==> config.mk <==
export PLATFORM = sky130hd
export DESIGN_NAME = uep_ep_regs
export DESIGN_NICKNAME = d
export VERILOG_FILES = /design/src/hw/uep_pkg.sv /design/src/hw/uep_nak_timer.sv /design/src/hw/uep_irq_bank.sv /design/src/hw/uep_ep_regs.sv
export VERILOG_INCLUDE_DIRS = /design/src /design/src/hw
export SDC_FILE = /design/constraint.sdc
export NUM_CORES = 1
export LEC_CHECK = 0
export ABC_CLOCK_PERIOD_IN_PS = 4650
export BUFFER_PORTS_ARGS = -buffer_cell sky130_fd_sc_hd__buf_2
export CAP_MARGIN = 20
export CORE_ASPECT_RATIO = 0.7
export CORE_MARGIN = 4
export CORE_UTILIZATION = 56
export CTS_CLUSTER_SIZE = 24
export DETAILED_ROUTE_END_ITERATION = 12
export PLACE_DENSITY = 0.87
export SYNTH_ARGS = -nofsm -noshare
export SYNTH_HDL_FRONTEND = slang
export SYNTH_HIERARCHICAL = 1
export SYNTH_SLANG_ARGS = --single-unit
==> constraint.sdc <==
create_clock -name ref_clk -period 4.65 [get_ports ref_clk]
set_input_delay 1.395 -clock ref_clk [delete_from_list [all_inputs] [get_ports ref_clk]]
set_output_delay 1.395 -clock ref_clk [all_outputs]
set_load 0.01 [all_outputs]
==> src/hw/uep_regs.svh <==
// Register offsets, field positions, reset values and limits of the endpoint count/type register slice
`ifndef UEP_REGS_SVH
`define UEP_REGS_SVH

// Word addresses on the Avalon-MM slave port (byte address is four times these)
`define UEP_ADDR_EP0_TALLY 4'h0
`define UEP_ADDR_RX_TALLY 4'h1
`define UEP_ADDR_EP0_SPEED 4'h2
`define UEP_ADDR_TX_SETUP 4'h3
`define UEP_ADDR_NAK_TMO 4'h4
`define UEP_ADDR_RDY_CTRL 4'h5
`define UEP_ADDR_INT_STAT 4'h6
`define UEP_ADDR_INT_EN 4'h7
`define UEP_ADDR_INT_CLR 4'h8

// Byte tally field widths
`define UEP_EP0_TALLY_W 7
`define UEP_RX_TALLY_W 13

// Target speed field, bits 7:6 of both type registers
`define UEP_SPEED_MSB 7
`define UEP_SPEED_LSB 6
`define UEP_SPEED_ILLEGAL 2'h0
`define UEP_SPEED_HIGH 2'h1
`define UEP_SPEED_FULL 2'h2
`define UEP_SPEED_LOW 2'h3

// Transfer protocol field bits 5:4, target endpoint field bits 3:0
`define UEP_TRANSFER_PROTOCOL_MSB 5
`define UEP_TRANSFER_PROTOCOL_LSB 4
`define UEP_TEP_MSB 3
`define UEP_TEP_LSB 0
`define UEP_TRANSFER_PROTOCOL_CONTROL 2'h0
`define UEP_TRANSFER_PROTOCOL_ISO 2'h1
`define UEP_TRANSFER_PROTOCOL_BULK 2'h2
`define UEP_TRANSFER_PROTOCOL_INTR 2'h3

// NAK limit field bits 4:0 and its valid range
`define UEP_NAK_MSB 4
`define UEP_NAK_M_MIN 5'h02
`define UEP_NAK_M_MAX 5'h10
`define UEP_NAK_CNT_W 17

// Ready/control register bits (write 1 to clear the ready and halt flags)
`define UEP_RDY_EP0_BIT 0
`define UEP_RDY_RX_BIT 1
`define UEP_RDY_HALT_BIT 2
`define UEP_RDY_EP0_SPD_BAD_BIT 4
`define UEP_RDY_TX_SPD_BAD_BIT 5

// Interrupt status bits
`define UEP_INT_EP0_RDY 0
`define UEP_INT_RX_RDY 1
`define UEP_INT_NAK_TMO 2
`define UEP_INT_N 3

// Reset values
`define UEP_RST_BYTE 8'h00
`define UEP_RST_SPEED 2'h0
`define UEP_RST_NAK 5'h00

`endif

==> src/hw/uep_pkg.sv <==
// Types shared by the endpoint count/type register slice
package uep_pkg;

  // Bus handshake states
  typedef enum logic [0:0] {BUS_IDLE, BUS_DONE} uep_bus_e;

  // State of the register slice
  typedef struct packed {
    uep_bus_e bus_state;
    logic waitreq;
    logic [31:0] rdata;
    logic [1:0] ep0_speed;
    logic [7:0] tx_setup;
    logic [4:0] nak_m;
    logic ep0_rdy;
    logic rx_rdy;
    logic ep0_halted;
  } uep_main_s;

  // State of the endpoint 0 NAK time-out counter
  typedef struct packed {
    logic active;
    logic [16:0] count;
    logic hit;
  } uep_nak_s;

  // State of the interrupt bank
  typedef struct packed {
    logic [2:0] status;
    logic [2:0] enable;
    logic irq;
  } uep_irq_s;

endpackage : uep_pkg

==> src/hw/uep_nak_timer.sv <==
// Endpoint 0 NAK time-out counter, counting frames of an unbroken NAK stream
`timescale 1ns/1ps
`include "uep_regs.svh"

module uep_nak_timer (
  // Clock and reset
  input wire logic ref_clk,
  input wire logic srst,
  // Control
  input wire logic host_mode,
  input wire logic [4:0] limit_m,
  input wire logic halted,
  // Link events
  input wire logic frame_tick,
  input wire logic nak_seen,
  input wire logic resp_ok,
  // Time-out pulse
  output logic timeout
);

  uep_pkg::uep_nak_s s_reg;
  uep_pkg::uep_nak_s s_next;

  // Limit of 2^(m-1) frames; values above 16 are held at 16
  function automatic logic [16:0] nak_frames(input logic [4:0] m);
    logic [4:0] mm;
    mm = (m > `UEP_NAK_M_MAX) ? `UEP_NAK_M_MAX : m;
    nak_frames = 17'h00001 << (mm - 5'h01);
  endfunction : nak_frames

  // Count frames while NAKs keep coming
  always_comb begin
    s_next = s_reg;
    s_next.hit = 1'b0;
    if (!host_mode || limit_m < `UEP_NAK_M_MIN || halted || resp_ok) begin
      s_next.active = 1'b0;
      s_next.count = '0;
    end else begin
      if (nak_seen) begin
        s_next.active = 1'b1;
      end
      if (frame_tick && (s_reg.active || nak_seen)) begin
        s_next.count = s_reg.count + 17'h00001;
      end
      if (s_reg.count > nak_frames(limit_m)) begin
        s_next.hit = 1'b1;
        s_next.active = 1'b0;
        s_next.count = '0;
      end
    end
  end

  // State register
  always_ff @(posedge ref_clk) begin
    if (srst) begin
      s_reg <= '0;
    end else begin
      s_reg <= s_next;
    end
  end

  assign timeout = s_reg.hit;

endmodule : uep_nak_timer

==> src/hw/uep_irq_bank.sv <==
// Sticky interrupt status with enable and write-one-to-clear, one level output
`timescale 1ns/1ps
`include "uep_regs.svh"

module uep_irq_bank (
  // Clock and reset
  input wire logic ref_clk,
  input wire logic srst,
  // Events and software access
  input wire logic [2:0] event_pulse,
  input wire logic [2:0] clear_mask,
  input wire logic enable_we,
  input wire logic [2:0] enable_wdata,
  // Status
  output logic [2:0] status,
  output logic [2:0] enable,
  output logic irq
);

  uep_pkg::uep_irq_s s_reg;
  uep_pkg::uep_irq_s s_next;

  // Set wins over clear; irq follows the next status
  always_comb begin
    s_next = s_reg;
    s_next.status = event_pulse | (s_reg.status & ~clear_mask);
    if (enable_we) begin
      s_next.enable = enable_wdata;
    end
    s_next.irq = |(s_next.status & s_next.enable);
  end

  // State register
  always_ff @(posedge ref_clk) begin
    if (srst) begin
      s_reg <= '0;
    end else begin
      s_reg <= s_next;
    end
  end

  assign status = s_reg.status;
  assign enable = s_reg.enable;
  assign irq = s_reg.irq;

endmodule : uep_irq_bank

==> src/hw/uep_ep_regs.sv <==
// Endpoint byte tallies, host type registers and endpoint 0 NAK limit behind an Avalon-MM slave
//
// Overview of operation
// - Endpoint 0 received byte count reads in bits 6:0, upper bits zero.
// - Endpoint 0 count tracks the FIFO live; meaningful while its ready flag is set.
// - Receive endpoint packet byte count reads in bits 12:0, bits 15:13 zero.
// - Receive count tracks the FIFO live; valid while the receive ready flag is set.
// - Both type registers hold target speed in bits 7:6; 0 illegal, 1 high, 2 full, 3 low.
// - Transmit protocol bits 5:4: control, isochronous, bulk, interrupt.
// - NAK limit m in bits 4:0 gives a time-out of 2^(m-1) frames, m from 2 to 16.
// - Endpoint 0 halts when NAKs persist past the programmed number of frames.
// - A NAK limit of 0 or 1 switches the time-out off.
// - Packet arrival sets a ready flag and interrupt; software clears the flag later.
//
// The address map and register access over Avalon-MM are this design's own decisions.
`timescale 1ns/1ps
`include "uep_regs.svh"

// Register map, word addresses on the slave port
//   0 endpoint 0 byte tally, read-only, bits 6:0
//   1 receive endpoint byte tally, read-only, bits 12:0
//   2 endpoint 0 target speed, bits 7:6 writable, the rest zero
//   3 transmit setup: speed 7:6, protocol 5:4, target endpoint 3:0
//   4 endpoint 0 NAK limit, bits 4:0 writable, the rest zero
//   5 ready/control: bit 0 ep0 ready, bit 1 rx ready, bit 2 ep0 halted
//     Write 1 clears each of those; bit 4 ep0 speed illegal, bit 5 tx speed illegal
//   6 interrupt status, read-only: ep0 packet, rx packet, NAK time-out
//   7 interrupt enable, bits 2:0
//   8 interrupt clear, write 1 clears, reads zero
//   Other words read zero and ignore writes
// Every writable register sits in byte lane 0; a write with that lane off does nothing.

module uep_ep_regs #(
  parameter int EP0_CNT_W = `UEP_EP0_TALLY_W,
  parameter int RX_CNT_W = `UEP_RX_TALLY_W
) (
  // Clock and reset
  input wire logic ref_clk,
  input wire logic srst,
  // Avalon-MM slave
  input wire logic [3:0] address,
  input wire logic read,
  input wire logic write,
  input wire logic [31:0] writedata,
  input wire logic [3:0] byteenable,
  output logic [31:0] readdata,
  output logic waitrequest,
  // FIFO byte counts from the endpoint FIFOs
  input wire logic [EP0_CNT_W-1:0] ep0_fifo_bytes,
  input wire logic [RX_CNT_W-1:0] rx_fifo_bytes,
  // Packet arrival pulses
  input wire logic ep0_pkt_rx,
  input wire logic rx_pkt_rx,
  // Host link events
  input wire logic host_mode,
  input wire logic frame_tick,
  input wire logic ep0_nak_rx,
  input wire logic ep0_resp_ok,
  // Type outputs to the transaction engine
  output logic [1:0] ep0_speed,
  output logic [1:0] tx_speed,
  output logic [1:0] tx_protocol,
  output logic [3:0] tx_target_ep,
  // Endpoint status
  output logic ep0_rx_packet_ready,
  output logic rx_packet_ready,
  output logic ep0_halted,
  // Interrupt
  output logic irq
);

  // Field widths larger than the printed fields cannot be presented
  if (EP0_CNT_W < 1 || EP0_CNT_W > `UEP_EP0_TALLY_W) begin : g_ep0_w_check
    $error("EP0_CNT_W out of range");
  end
  if (RX_CNT_W < 1 || RX_CNT_W > `UEP_RX_TALLY_W) begin : g_rx_w_check
    $error("RX_CNT_W out of range");
  end
  // Field positions must sit inside the 8-bit register images
  if (`UEP_SPEED_MSB > 7 || `UEP_TRANSFER_PROTOCOL_MSB > 7 || `UEP_NAK_MSB > 7) begin : g_field_check
    $error("field position outside the register byte");
  end

  uep_pkg::uep_main_s s_reg;
  uep_pkg::uep_main_s s_next;

  logic [2:0] int_status;
  logic [2:0] int_enable;
  logic nak_timeout;
  logic wr_go;
  logic wr_lane0;
  logic [2:0] int_clear;
  logic int_en_we;

  // Widen an 8-bit register image to a bus word
  function automatic logic [31:0] byte_word(input logic [7:0] b);
    byte_word = {24'h000000, b};
  endfunction : byte_word

  // Replace one masked field of a byte
  function automatic logic [7:0] merge_byte(input logic [7:0] old, input logic [7:0] wd,
                                            input logic [7:0] mask);
    merge_byte = (old & ~mask) | (wd & mask);
  endfunction : merge_byte

  // Illegal target speed code in a 2-bit field
  function automatic logic speed_bad(input logic [1:0] code);
    speed_bad = (code == `UEP_SPEED_ILLEGAL);
  endfunction : speed_bad

  // Lane 0 write completing this cycle at one word address
  function automatic logic wr_hit(input logic go, input logic [3:0] a, input logic [3:0] target);
    wr_hit = go && (a == target);
  endfunction : wr_hit

  // A write takes effect in the answer cycle only, lane 0 carries every writable register
  assign wr_go = (s_reg.bus_state == uep_pkg::BUS_DONE) && write;
  assign wr_lane0 = wr_go && byteenable[0];

  // Interrupt clear and enable strobes
  assign int_clear = wr_hit(wr_lane0, address, `UEP_ADDR_INT_CLR) ? writedata[2:0] : 3'h0;
  assign int_en_we = wr_hit(wr_lane0, address, `UEP_ADDR_INT_EN);

  // Endpoint 0 NAK time-out counter
  uep_nak_timer u_nak (
    .ref_clk(ref_clk),
    .srst(srst),
    .host_mode(host_mode),
    .limit_m(s_reg.nak_m),
    .halted(s_reg.ep0_halted),
    .frame_tick(frame_tick),
    .nak_seen(ep0_nak_rx),
    .resp_ok(ep0_resp_ok),
    .timeout(nak_timeout)
  );

  // Sticky interrupt bank
  uep_irq_bank u_irq (
    .ref_clk(ref_clk),
    .srst(srst),
    .event_pulse({nak_timeout, rx_pkt_rx, ep0_pkt_rx}),
    .clear_mask(int_clear),
    .enable_we(int_en_we),
    .enable_wdata(writedata[2:0]),
    .status(int_status),
    .enable(int_enable),
    .irq(irq)
  );

  // Bus handshake, read mux, register writes and flags
  always_comb begin
    logic [31:0] rd;
    logic [7:0] ctrl_img;
    logic clr_ep0;
    logic clr_rx;
    logic clr_halt;
    rd = 32'h00000000;
    ctrl_img = 8'h00;
    clr_ep0 = 1'b0;
    clr_rx = 1'b0;
    clr_halt = 1'b0;
    s_next = s_reg;

    // Live status image of the ready/control register
    ctrl_img[`UEP_RDY_EP0_BIT] = s_reg.ep0_rdy;
    ctrl_img[`UEP_RDY_RX_BIT] = s_reg.rx_rdy;
    ctrl_img[`UEP_RDY_HALT_BIT] = s_reg.ep0_halted;
    ctrl_img[`UEP_RDY_EP0_SPD_BAD_BIT] = speed_bad(s_reg.ep0_speed);
    ctrl_img[`UEP_RDY_TX_SPD_BAD_BIT] = speed_bad(s_reg.tx_setup[`UEP_SPEED_MSB:`UEP_SPEED_LSB]);

    // Read multiplexer, unmapped words read zero
    unique case (address)
      `UEP_ADDR_EP0_TALLY: begin
        rd = 32'(ep0_fifo_bytes);
      end
      `UEP_ADDR_RX_TALLY: begin
        rd = 32'(rx_fifo_bytes);
      end
      `UEP_ADDR_EP0_SPEED: begin
        rd = byte_word({s_reg.ep0_speed, 6'h00});
      end
      `UEP_ADDR_TX_SETUP: begin
        rd = byte_word(s_reg.tx_setup);
      end
      `UEP_ADDR_NAK_TMO: begin
        rd = byte_word({3'h0, s_reg.nak_m});
      end
      `UEP_ADDR_RDY_CTRL: begin
        rd = byte_word(ctrl_img);
      end
      `UEP_ADDR_INT_STAT: begin
        rd = byte_word({5'h00, int_status});
      end
      `UEP_ADDR_INT_EN: begin
        rd = byte_word({5'h00, int_enable});
      end
      default: begin
        rd = 32'h00000000;
      end
    endcase

    // Two-phase handshake: request seen, then answered one cycle later
    unique case (s_reg.bus_state)
      uep_pkg::BUS_IDLE: begin
        s_next.waitreq = 1'b1;
        if (read || write) begin
          s_next.bus_state = uep_pkg::BUS_DONE;
          s_next.waitreq = 1'b0;
          s_next.rdata = read ? rd : 32'h00000000;
        end
      end
      uep_pkg::BUS_DONE: begin
        s_next.bus_state = uep_pkg::BUS_IDLE;
        s_next.waitreq = 1'b1;
      end
    endcase

    // Software register writes; read-only words and reserved bits ignore data
    if (wr_lane0) begin
      unique case (address)
        `UEP_ADDR_EP0_SPEED: begin
          s_next.ep0_speed = writedata[`UEP_SPEED_MSB:`UEP_SPEED_LSB];
        end
        `UEP_ADDR_TX_SETUP: begin
          s_next.tx_setup = merge_byte(s_reg.tx_setup, writedata[7:0], 8'hff);
        end
        `UEP_ADDR_NAK_TMO: begin
          s_next.nak_m = writedata[`UEP_NAK_MSB:0];
        end
        default: begin
          s_next.nak_m = s_reg.nak_m;
        end
      endcase
    end

    // Write-one-to-clear strobes of the ready/control register
    clr_ep0 = wr_hit(wr_lane0, address, `UEP_ADDR_RDY_CTRL) && writedata[`UEP_RDY_EP0_BIT];
    clr_rx = wr_hit(wr_lane0, address, `UEP_ADDR_RDY_CTRL) && writedata[`UEP_RDY_RX_BIT];
    clr_halt = wr_hit(wr_lane0, address, `UEP_ADDR_RDY_CTRL) && writedata[`UEP_RDY_HALT_BIT];

    s_next.ep0_rdy = ep0_pkt_rx | (s_reg.ep0_rdy & ~clr_ep0);
    s_next.rx_rdy = rx_pkt_rx | (s_reg.rx_rdy & ~clr_rx);
    s_next.ep0_halted = nak_timeout | (s_reg.ep0_halted & ~clr_halt);
  end

  // State register
  always_ff @(posedge ref_clk) begin
    if (srst) begin
      s_reg <= '0;
      s_reg.waitreq <= 1'b1;
      s_reg.ep0_speed <= `UEP_RST_SPEED;
      s_reg.tx_setup <= `UEP_RST_BYTE;
      s_reg.nak_m <= `UEP_RST_NAK;
    end else begin
      s_reg <= s_next;
    end
  end

  // Outputs straight from the state register
  assign readdata = s_reg.rdata;
  assign waitrequest = s_reg.waitreq;
  assign ep0_speed = s_reg.ep0_speed;
  assign tx_speed = s_reg.tx_setup[`UEP_SPEED_MSB:`UEP_SPEED_LSB];
  assign tx_protocol = s_reg.tx_setup[`UEP_TRANSFER_PROTOCOL_MSB:`UEP_TRANSFER_PROTOCOL_LSB];
  assign tx_target_ep = s_reg.tx_setup[`UEP_TEP_MSB:`UEP_TEP_LSB];
  assign ep0_rx_packet_ready = s_reg.ep0_rdy;
  assign rx_packet_ready = s_reg.rx_rdy;
  assign ep0_halted = s_reg.ep0_halted;

endmodule : uep_ep_regs

==> After elaboration in Yosys (flattened, before gate mapping) <==
Index checks and enable logic that the tools add are counted.
{ "word_totals": {"ff_bits": 78, "inputBits": 70, "word_cells": 76} }
{ "classes": {"n_addsub": 2, "magnitude_cmp": 3, "n_eq_ne": 8, "n_shift": 1, "mux": 8, "bitwise": 14, "n_reduce_logical": 25} }
{ "ops": {"columns": ["operator", "count"], "rows": [
  ["13-bit one-hot mux with 8 select lines", 1],
  ["34-bit 2-to-1 mux", 1],
  ["32-bit 2-to-1 mux", 1],
  ["17-bit by 1-bit adder with 17-bit output, second input constant", 1],
  ["17-bit > comparator", 1],
  ["1-bit by 5-bit left shift with 17-bit output, first input constant", 1],
  ["4-bit by 3-bit equality test with 1-bit output, second input constant", 4],
  ["1-bit logical AND", 9],
  ["4-bit by 2-bit equality test with 1-bit output, second input constant", 2],
  ["2-bit AND reduction", 4],
  ["3-bit bitwise AND", 2],
  ["3-bit 2-to-1 mux", 2],
  ["3-bit OR reduction", 2],
  ["5-bit > comparator, second input constant", 1],
  ["1-bit logical OR", 5],
  ["5-bit by 2-bit < comparator with 1-bit output, second input constant", 1],
  ["5-bit 2-to-1 mux", 1],
  ["5-bit by 1-bit subtractor with 5-bit output, second input constant", 1],
  ["4-bit by 1-bit equality test with 1-bit output, second input constant", 1],
  ["4-bit equality test, second input constant", 1],
  ["2-bit zero test", 2],
  ["4-bit zero test", 1],
  ["1-bit inverter", 4],
  ["2-bit one-hot mux with 2 select lines", 1],
  ["7 further kinds", 11]
]} }

==> Logic depth before layout (Yosys ltp) <==
Gate-level depths: netlist (run 1).
{ "depth": {"word_depth": 9, "ltp_mapped": 10, "mapped_depth_nobuf": 9} }

==> By module <==
The synthesis (run 1) kept the hierarchy.
{ "modules_own_cells": {"columns": ["module", "n_inst", "cells_each", "area_each_um2"], "rows": [
  ["uep_ep_regs", 1, 216, 1919.3],
  ["uep_nak_timer", 1, 162, 1556.5],
  ["uep_irq_bank", 1, 26, 257.7]
]} }

==> Worst setup path before layout (run 1) <==
OpenSTA, ideal clock, no wires.
{ "synth_timing": {"path_kind": "input port to flip-flop", "from": "in address[1]", "to": "reg u_irq.s_reg, in the netlist u_irq/irq", "setup_time_ps": 129, "t_arrival_ps": 2775, "required_ps": 4521, "setup_slack_ps": 1745, "path_stages": 7, "n_path_buf": 2, "path_cell_list": "clkbuf_1 buf_2 nand2_1 nor3_1 mux2i_1 a211o_1 o221ai_2"} }
{ "synth_via": {"elab_cells_between_ends": 11} }
{ "synth_lines": {"columns": ["element", "line", "source"], "rows": [
  ["start: declaration", "uep_ep_regs.sv:41", "input wire logic [3:0] address,"],
  ["4-bit by 3-bit equality test with 1-bit output", "uep_ep_regs.sv:113", "wr_hit = go && (a == target);"],
  ["1-bit logical AND", "uep_ep_regs.sv:113", null],
  ["via int_en_we", "uep_ep_regs.sv:93", "logic int_en_we;"],
  ["3-bit 2-to-1 mux", "uep_irq_bank.sv:27", "if (enable_we) begin"],
  ["3-bit bitwise AND", "uep_irq_bank.sv:30", "s_next.irq = |(s_next.status & s_next.enable);"],
  ["3-bit OR reduction", "uep_irq_bank.sv:30", null],
  ["end signal: assignment", "uep_irq_bank.sv:38", "s_reg <= s_next;"],
  ["end: declaration", "uep_irq_bank.sv:20", "uep_pkg::uep_irq_s s_reg;"]
]} }
The timed path passes the listed nets, and every way through them passes these cells.
A chain may end at the register's enable or synchronous reset.

==> Final worst setup path (run 1) <==
{ "layout_timing": {"from": "in srst", "to": "reg u_nak/s_reg[9] (netlist name)"} }
{ "layout_via": {"elab_chain_cells": 1} }
{ "layout_lines": {"columns": ["element", "line", "source"], "rows": [
  ["start: declaration", "uep_ep_regs.sv:39", "input wire logic srst,"],
  ["3-bit OR reduction (no line)", null, null],
  ["end signal: assignment", "uep_nak_timer.sv:58", "s_reg <= s_next;"],
  ["end: declaration", "uep_nak_timer.sv:21", "uep_pkg::uep_nak_s s_reg;"]
]} }
No other way between the ends.

==> results of run 1 <==
report_power, final:
part,switching [W],internal (W)
Sequential,0.00000356,0.000511
Clock,0.000206,0.000273
Combinational,0.0000622,0.0000361
area by class of cell:
class                           instances  area (um2)  area share [%]
Sequential cell                        59        1180            29.1
Inverter                               12        45.0            1.11
Clock buffer                           11         151            3.73
Multi-Input combinational cell        293        2160            53.3
Tap cell                               91         114            2.81
Clock inverter                          4        50.0            1.23
Timing Repair Buffer                   70         350            8.64
how the worst min path moves through the flow:
stage | start | endpoint | slack, ns
floorplan | readdata[0] | readdata[0] | 0.43
global route | readdata[5] | readdata[5] | 0.48
detailed placement | readdata[1] | readdata[1] | 0.44
CTS | readdata[1] | readdata[1] | 0.45
global placement | readdata[0] | readdata[0] | 0.44
finish | readdata[1] | readdata[1] | 0.45
stage by stage:
stage / cell area (um2) / setup slack (ns) / util [%]
floorplan: 3800 / 1.75 / -
global placement: 3850 / 1.40 / 60.8
detailed placement: 3850 / 1.30 / 60.8
CTS: 4050 / 1.63 / 64.0
global route: 4050 / 1.45 / 64.0
finish: 4050 / 1.66 / 64.0
tightest hold or removal path, stage by stage, from the launching register on:
cell and delay [ns]:
dfxtp_1 0.31, nand2_1 0.05, o21ai_1 0.05
logic make-up after synthesis:
family	after synthesis
AND/OR/NAND/NOR	134
AO/OA/AOI/OAI	72
buffers and inverters	70
flip-flops	59
multiplexers	33
adder cells (fa/ha/maj)	18
XOR/XNOR	16
other	2
cells in the mapped netlist (all sizes together), types with 2 or more instances:
library cell,number
a21o,2
nor2,39
and2,5
a211oi,17
mux4,2
a22o,3
xnor2,9
clkbuf,6
nand2b,4
and3,8
nor3,6
xor2,7
nor2b,3
ha,18
dfxtp,59
nand3,16
buf,52
a22oi,6
a221oi,2
conb,2
nor4,4
mux2i,29
or2,3
or3,2
o32ai,2
nor3b,4
a222oi,2
nand4,8
mux2,2
a21oi,19
o21ai,9
inv,12
nand2,26
a32oi,2
placed cells by master, fill, tap and decap left out, types with 6 or more instances in the layout:
cell type and instances:
inv_1 12, xor2_1 7, xnor2_1 9, a211oi_2 11, ha_1 18, a21oi_1 16, clkbuf_8 11, and3_1 8
mux2i_1 29, nand2_1 25, buf_2 70, nor2_1 38, a211oi_1 6, nand3_1 15, dfxtp_1 59, conb_1 20
layer usage:
layer | track usage (%) | part of all wire (%) | vias up
met3 | 8.13 | 11 | 17
li1 | - | - | 1475
met4 | 4.14 | 1.2 | 0
met1 | 30.8 | 43 | 1442
met2 | 34.0 | 45 | 167
met5 | 0 | 0 | -
==> metrics.md, run 1 <==
| Metric | Value |
|---|---|
| Adder-cell area share of the yosys netlist | about 6.0% |
| EDFF count, synth | 0 |
| Synthesized cell area | 3730 um2 |
| Peak VDD IR | 0.156 mV |
| Final Skew | 0.00830 ns |
| Synthesis Warnings | 6 |
| Postcts setup bufs | 0 |
| Number of global-route vias before repair | a little under 3000 |
| Site Rows | 24 |
| Share of cells above drive strength 1 | 26.9% |
| Final hold slack | around 0.45 ns |
| Synth area leaders | dfxtp_1 (32%), buf_4 (8.6%), mux2i_1 (7.8%) |
| Worst Path Max Fanout | 38 |
| Inst Count DP | 525 |
| # IOs | 117 |
| RSZ-0062 raised after global routing | false |
| Worst setup endpoint | u_nak/s_reg[9] |
| CTS hold repair buffers | 0 |
| DIE HEIGHT | 76.3 um |
| Synth area leader | dfxtp_1 |
| Worst Tran Pin Value | 0.902 ns |
| CTS tree | yes |
| FF+latch count, synth | between 50 and 60 |
| HP Class | reg2reg |
| Setup tns final | 0 ns |
| Final Hold Viols | 0 |
| Buf/Inv on CP | 1 |
| Antenna Nets Post-Route | 0 |
| Vias | around 3100 |
| Final WL | around 9 mm |
| Complex-gate fraction of the synthesized area | 15.7% |
| Status | finished clean |
| Post-synth top flop | dfxtp_1 |
| Ant. Diodes | 0 |
| DR vias/cell | about 5.7 |
| Dpl hpwl | 6.54 mm |
| Crit-path cells | buf_2 -> nor4b_1 -> nand2_1 -> a211oi_1 |
| Synth cell types | 65 |
| R2R depth | 8 |
| GR Overflow Total | 0 |
| Starting density of the core | about three fifths |
| Worst endpoint required time | 4.89 ns |
| Number of cells on the critical path | 4 |
| Worst reg2reg path startpoint | s_reg[6] |
| Clock Pin Slew Worst Setup and Hold Paths | approximately 0.07 ns |
| Core Region | around 6300 um2 |
| Initial DRC count | 265 |
| R2R Setup Slk | about 1.9 ns |
| CP Launch Point | srst |
| Setup crit end kind | flop |
| Post-synthesis to final-layout area growth | 8.58% |
| RR Endpoint | u_nak/s_reg[9] |
| Largest net degree at the start of global routing | 39 |
| Max reg flops | 18 |
| Area share of and/or/nand/nor cells after synthesis | 20.8% |
| Lkg Pwr | 1.71 nW |
| Tmin final | 2.99 ns |
| Synth async-reset ratio | 0% |
| Pwr Total | 0.00109 W |
| CP max-delay cell | nand2_1 |
| Startpoint type of the worst setup path | input pin |
| Largest family of logic cells by synthesized area | simple AND/OR/NAND/NOR gates |
| Root Driver | clkbuf_8 |
| Synthesized area per cell | 9.24 um2 |
| Min-Delay Path Depth | 2 |
| Gr usage total | between 20 and 25% |
| PortBufs | 70 |
| Largest stage delay on the critical path | between 0.5 and 0.6 ns |
| Setup violations, final | 0 |
| Mapped Cells | 404 |
| Fmax | approximately 0.33 GHz |
| PwrDens | roughly 270 nW/um2 |
| Normalized max-slew margin | 39.7% |
| Proportion of netlist area held by the largest area contributor | roughly a third |
| Final period util | 64.2% |
| Layout Cells excl Fill | between 500 and 600 |
| Layout Nets | 533 |
| Drt drc | 0 |
| Slew Viols, Final | 0 |
| CTS resizes | 0 |
| Mux share of post-synthesis cell area | 9.58% |
| DR WL/cell | 16.3 um |
| Post-synthesis xor/xnor area fraction | 3.75% |
| Die X | 106 um |
| Die Area | 8060 um2 |
| Num CTS Buffers | 9 |
| Skew-Pair Late Insertion Delay | 0.34 ns |
| DR pass1 iterations | 5 |
| H-tree levels | 3 |
| Max cap viols | 0 |
| CTS Buffer Depth | 2 |
| Largest delay contributor family on the critical path | simple AND/OR/NAND/NOR gates |
| CP Class | in2reg |
| CTS Sinks | 59 |
| Initial antenna violation count | 0 |
| Final Wtd Congestion | ~0.87 |
| Sequential-to-total area share from yosys stat | between 30% and 40% |
| Number of fill cells | 526 |
| First-pass GRT wire length | 14.7 mm |
| Crit path DAT | 3.23 ns |
(Power assumes the default switching activity.)
==> inputs of run 2 (changes only) <==
- ABC_CLOCK_PERIOD_IN_PS: 4650 -> 2900
- CORE_UTILIZATION: 56 -> 52
- PLACE_DENSITY: 0.87 -> 0.82
- clock period: 4.65 -> 2.9 ns (I/O delays scaled with it)
==> metrics.md, run 2 (synthesized netlist as in run 1, its figures left out) <==
| Metric | Value |
|---|---|
| DR WL/cell | 15.5 um (was 16.3 um) |
| Vias | 3016 (was 3101) |
| Post-route cell area | 4060 um2 (was 4050 um2) |
| Core Region | 6850 um2 (was 6340 um2) |
| Site Rows | 25 (was 24) |
| Number of global-route vias before repair | 2724 (was 2920) |
| Peak VDD IR | 0.227 mV (was 0.156 mV) |
| Crit path DAT | 2.85 ns (was 3.23 ns) |
| Lkg Pwr | 1.73 nW (was 1.71 nW) |
| Max cap viols | 0 (unchanged) |
| Post-synthesis to final-layout area growth | 8.78% (was 8.58%) |
| Final Wtd Congestion | 0.899 (was 0.872) |
| CTS Sinks | 59 (unchanged) |
| Area occupied by multi-input gates | 2170 um2 (was 2160 um2) |
| CTS tree | yes (unchanged) |
| RR Endpoint | u_nak/s_reg[13] (was u_nak/s_reg[9]) |
| R2R Setup Slk | 0.24 ns (was 1.91 ns) |
| Commonest cells after routing, fill and taps aside | buf_2 (70), dfxtp_1 (59), nor2_1 (38) (unchanged) |
| CTS resizes | 0 (unchanged) |
| DR pass1 iterations | 5 (unchanged) |
| Clock power share | 40.6% (was 43.9%) |
| CP Launch Point | s_reg[5] (was srst) |
| CTS hold repair buffers | 0 (unchanged) |
| Slew Viols, Final | 0 (unchanged) |
| Initial DRC count | 204 (was 265) |
| Final period util | 91.8% |
| Pwr Total | 0.00166 W (was 0.00109 W) |
| Setup tns final | 0 ns (unchanged) |
| Final hold slack | 0.454 ns (was 0.452 ns) |
| Area of placed instances | 3880 um2 (was 3850 um2) |
| Starting density of the core | 54.5% (was 58.9%) |
| Post-Place Setup Slack | 0.236 ns (was 1.30 ns) |
| Largest net degree at the start of global routing | 38 (was 39) |
| Fmax | approximately 0.38 GHz |
| Normalized max-slew margin | 50.5% (was 39.7%) |
| Tmin final | 2.66 ns |
| First-pass GRT wire length | 13.6 mm (was 14.7 mm) |
| Power share of the sequential group | 49.8% (was 47.1%) |
| # IOs | 117 (unchanged) |
| PwrDens | 408 nW/um2 (was 269 nW/um2) |
| Share of cells above drive strength 1 | 27.7% (was 26.9%) |
| CP Class | reg2reg (was in2reg) |
| GR Overflow Total | 0 (unchanged) |
| Antenna Nets Post-Route | 0 (unchanged) |
| Startpoint type of the worst setup path | flop (was input pin) |
| Comb power frac | 9.6% (was 9.0%) |
| Internal | 0.00123 W (was 0.000819 W) |
| Num CTS Buffers | 9 (unchanged) |
| Worst Tran Pin Value | 0.739 ns (was 0.902 ns) |
| Status | finished clean (unchanged) |
| Final Skew | 0.0107 ns (was 0.00830 ns) |
| Max reg flops | 18 (unchanged) |
| Gr usage total | 20.0% (was 22.4%) |
| Ant. Diodes | 0 (unchanged) |
| Clock Pin Slew Worst Setup and Hold Paths | 0.07 ns (about the same) |
| RSZ-0062 raised after global routing | false (unchanged) |
| DR vias/cell | 5.52 (was 5.74) |
| NetSw | 0.000428 W (was 0.000272 W) |
| Setup crit end kind | flop (unchanged) |
| Layout Nets | 536 (was 533) |
| Number of fill cells | 581 (was 526) |
| Worst Path Max Fanout | 19 (was 38) |
| Die X | 109 um (was 106 um) |
| DIE HEIGHT | 78.9 um (was 76.3 um) |
| Net Sw Frac | 25.8% (was 24.9%) |
| H-tree levels | 3 (unchanged) |
| Hold_sp | readdata[0] (was readdata[1]) |
| Worst setup endpoint | u_nak/s_reg[13] (was u_nak/s_reg[9]) |
| Drt drc | 0 (unchanged) |
| Register area | 1180 um2 (unchanged) |
| PortBufs | 70 (unchanged) |
| Fin worst setup slack | 0.237 ns (was 1.66 ns) |
| CTS Buffer Depth | 2 (unchanged) |
| Dpl hpwl | 6.32 mm (was 6.54 mm) |
| HP Class | reg2reg (unchanged) |
| Commonest non-fill, non-tap cell in the layout | buf_2 (unchanged) |
| Root Driver | clkbuf_8 (unchanged) |
| Skew-Pair Late Insertion Delay | 0.34 ns (about the same) |
| Final Hold Viols | 0 (unchanged) |
| Min-Delay Path Depth | 2 (unchanged) |
| Worst reg2reg path startpoint | s_reg[5] (was s_reg[6]) |
| R2R depth | 8 (unchanged) |
| Die Area | 8620 um2 (was 8060 um2) |
| Setup violations, final | 0 (unchanged) |
| Initial antenna violation count | 0 (unchanged) |
| Final WL | 8.45 mm (was 8.83 mm) |
| Worst endpoint required time | 3.09 ns (was 4.89 ns) |
| Postcts setup bufs | 0 (unchanged) |
-- run 2: cell types whose count changed in the layout (fill, tap and decap cells not counted) --
| cell | delta |
|---|---|
| buf_4 | +3 |
| bufinv_16 | -1 |
| clkinv_2 | +1 |
| clkinv_4 | +1 |
| clkinvlp_4 | -1 |
| nor3b_1 | -1 |
| nor3b_2 | +1 |
-- run 2: power by group through the flow --
stage | logic (W) | clock network, W | registers, W
floorplan | 0.000124 | 0 | 0.000843
global placement | 0.000152 | 0 | 0.000842
detailed placement | 0.000155 | 0 | 0.000843
CTS | 0.000156 | 0.000690 | 0.000824
global route | 0.000175 | 0.000721 | 0.000825
finish | 0.000159 | 0.000673 | 0.000825
-- run 2: metal layers --
metal | global-route usage (%) | share of wire [%] | vias to the layer above | wire [um]
met3 | 6.17 | 8.3 | 10 | 700
met5 | 0 | 0 | - | 0
met1 | 29.8 | 47 | 1407 | 3990
met2 | 28.2 | 43 | 126 | 3660
met4 | 4.23 | 1.1 | 0 | 97
li1 | - | - | 1473 | -
-- run 2: worst min path at each step --
stage,slack (ns),to
after global routing,0.48,readdata[1]
after detailed placement,0.44,readdata[0]
after floorplan,0.43,readdata[0]
after global placement,0.44,readdata[0]
final,0.45,readdata[0]
after CTS,0.45,readdata[0]
-- run 2: cell type report --
type / count / area share [%]
clock buffers: 11 / 3.73
flip-flops and latches: 59 / 29.1
repair buffers: 73 / 9.18
clock inverters: 4 / 0.647
inverters: 12 / 1.11
well taps: 94 / 2.90
multi-input cells: 293 / 53.4
-- run 2: worst max-delay path, cell delays in order, from the launching register on --
cell	delay [ns]
dfxtp_1	0.50
nor2b_1	0.36
nand2_1	0.10
ha_1	0.34
nand4_2	0.18
nor4_4	0.37
a22oi_2	0.16
o211ai_4	0.33
a211oi_1	0.17
-- run 2: per-stage QoR --
step                      util, %  cells
after floorplan                 -    422
after global placement       56.6    531
after detailed placement     56.6    531
after CTS                    59.2    546
after global routing         59.3    546
final                        59.3    546
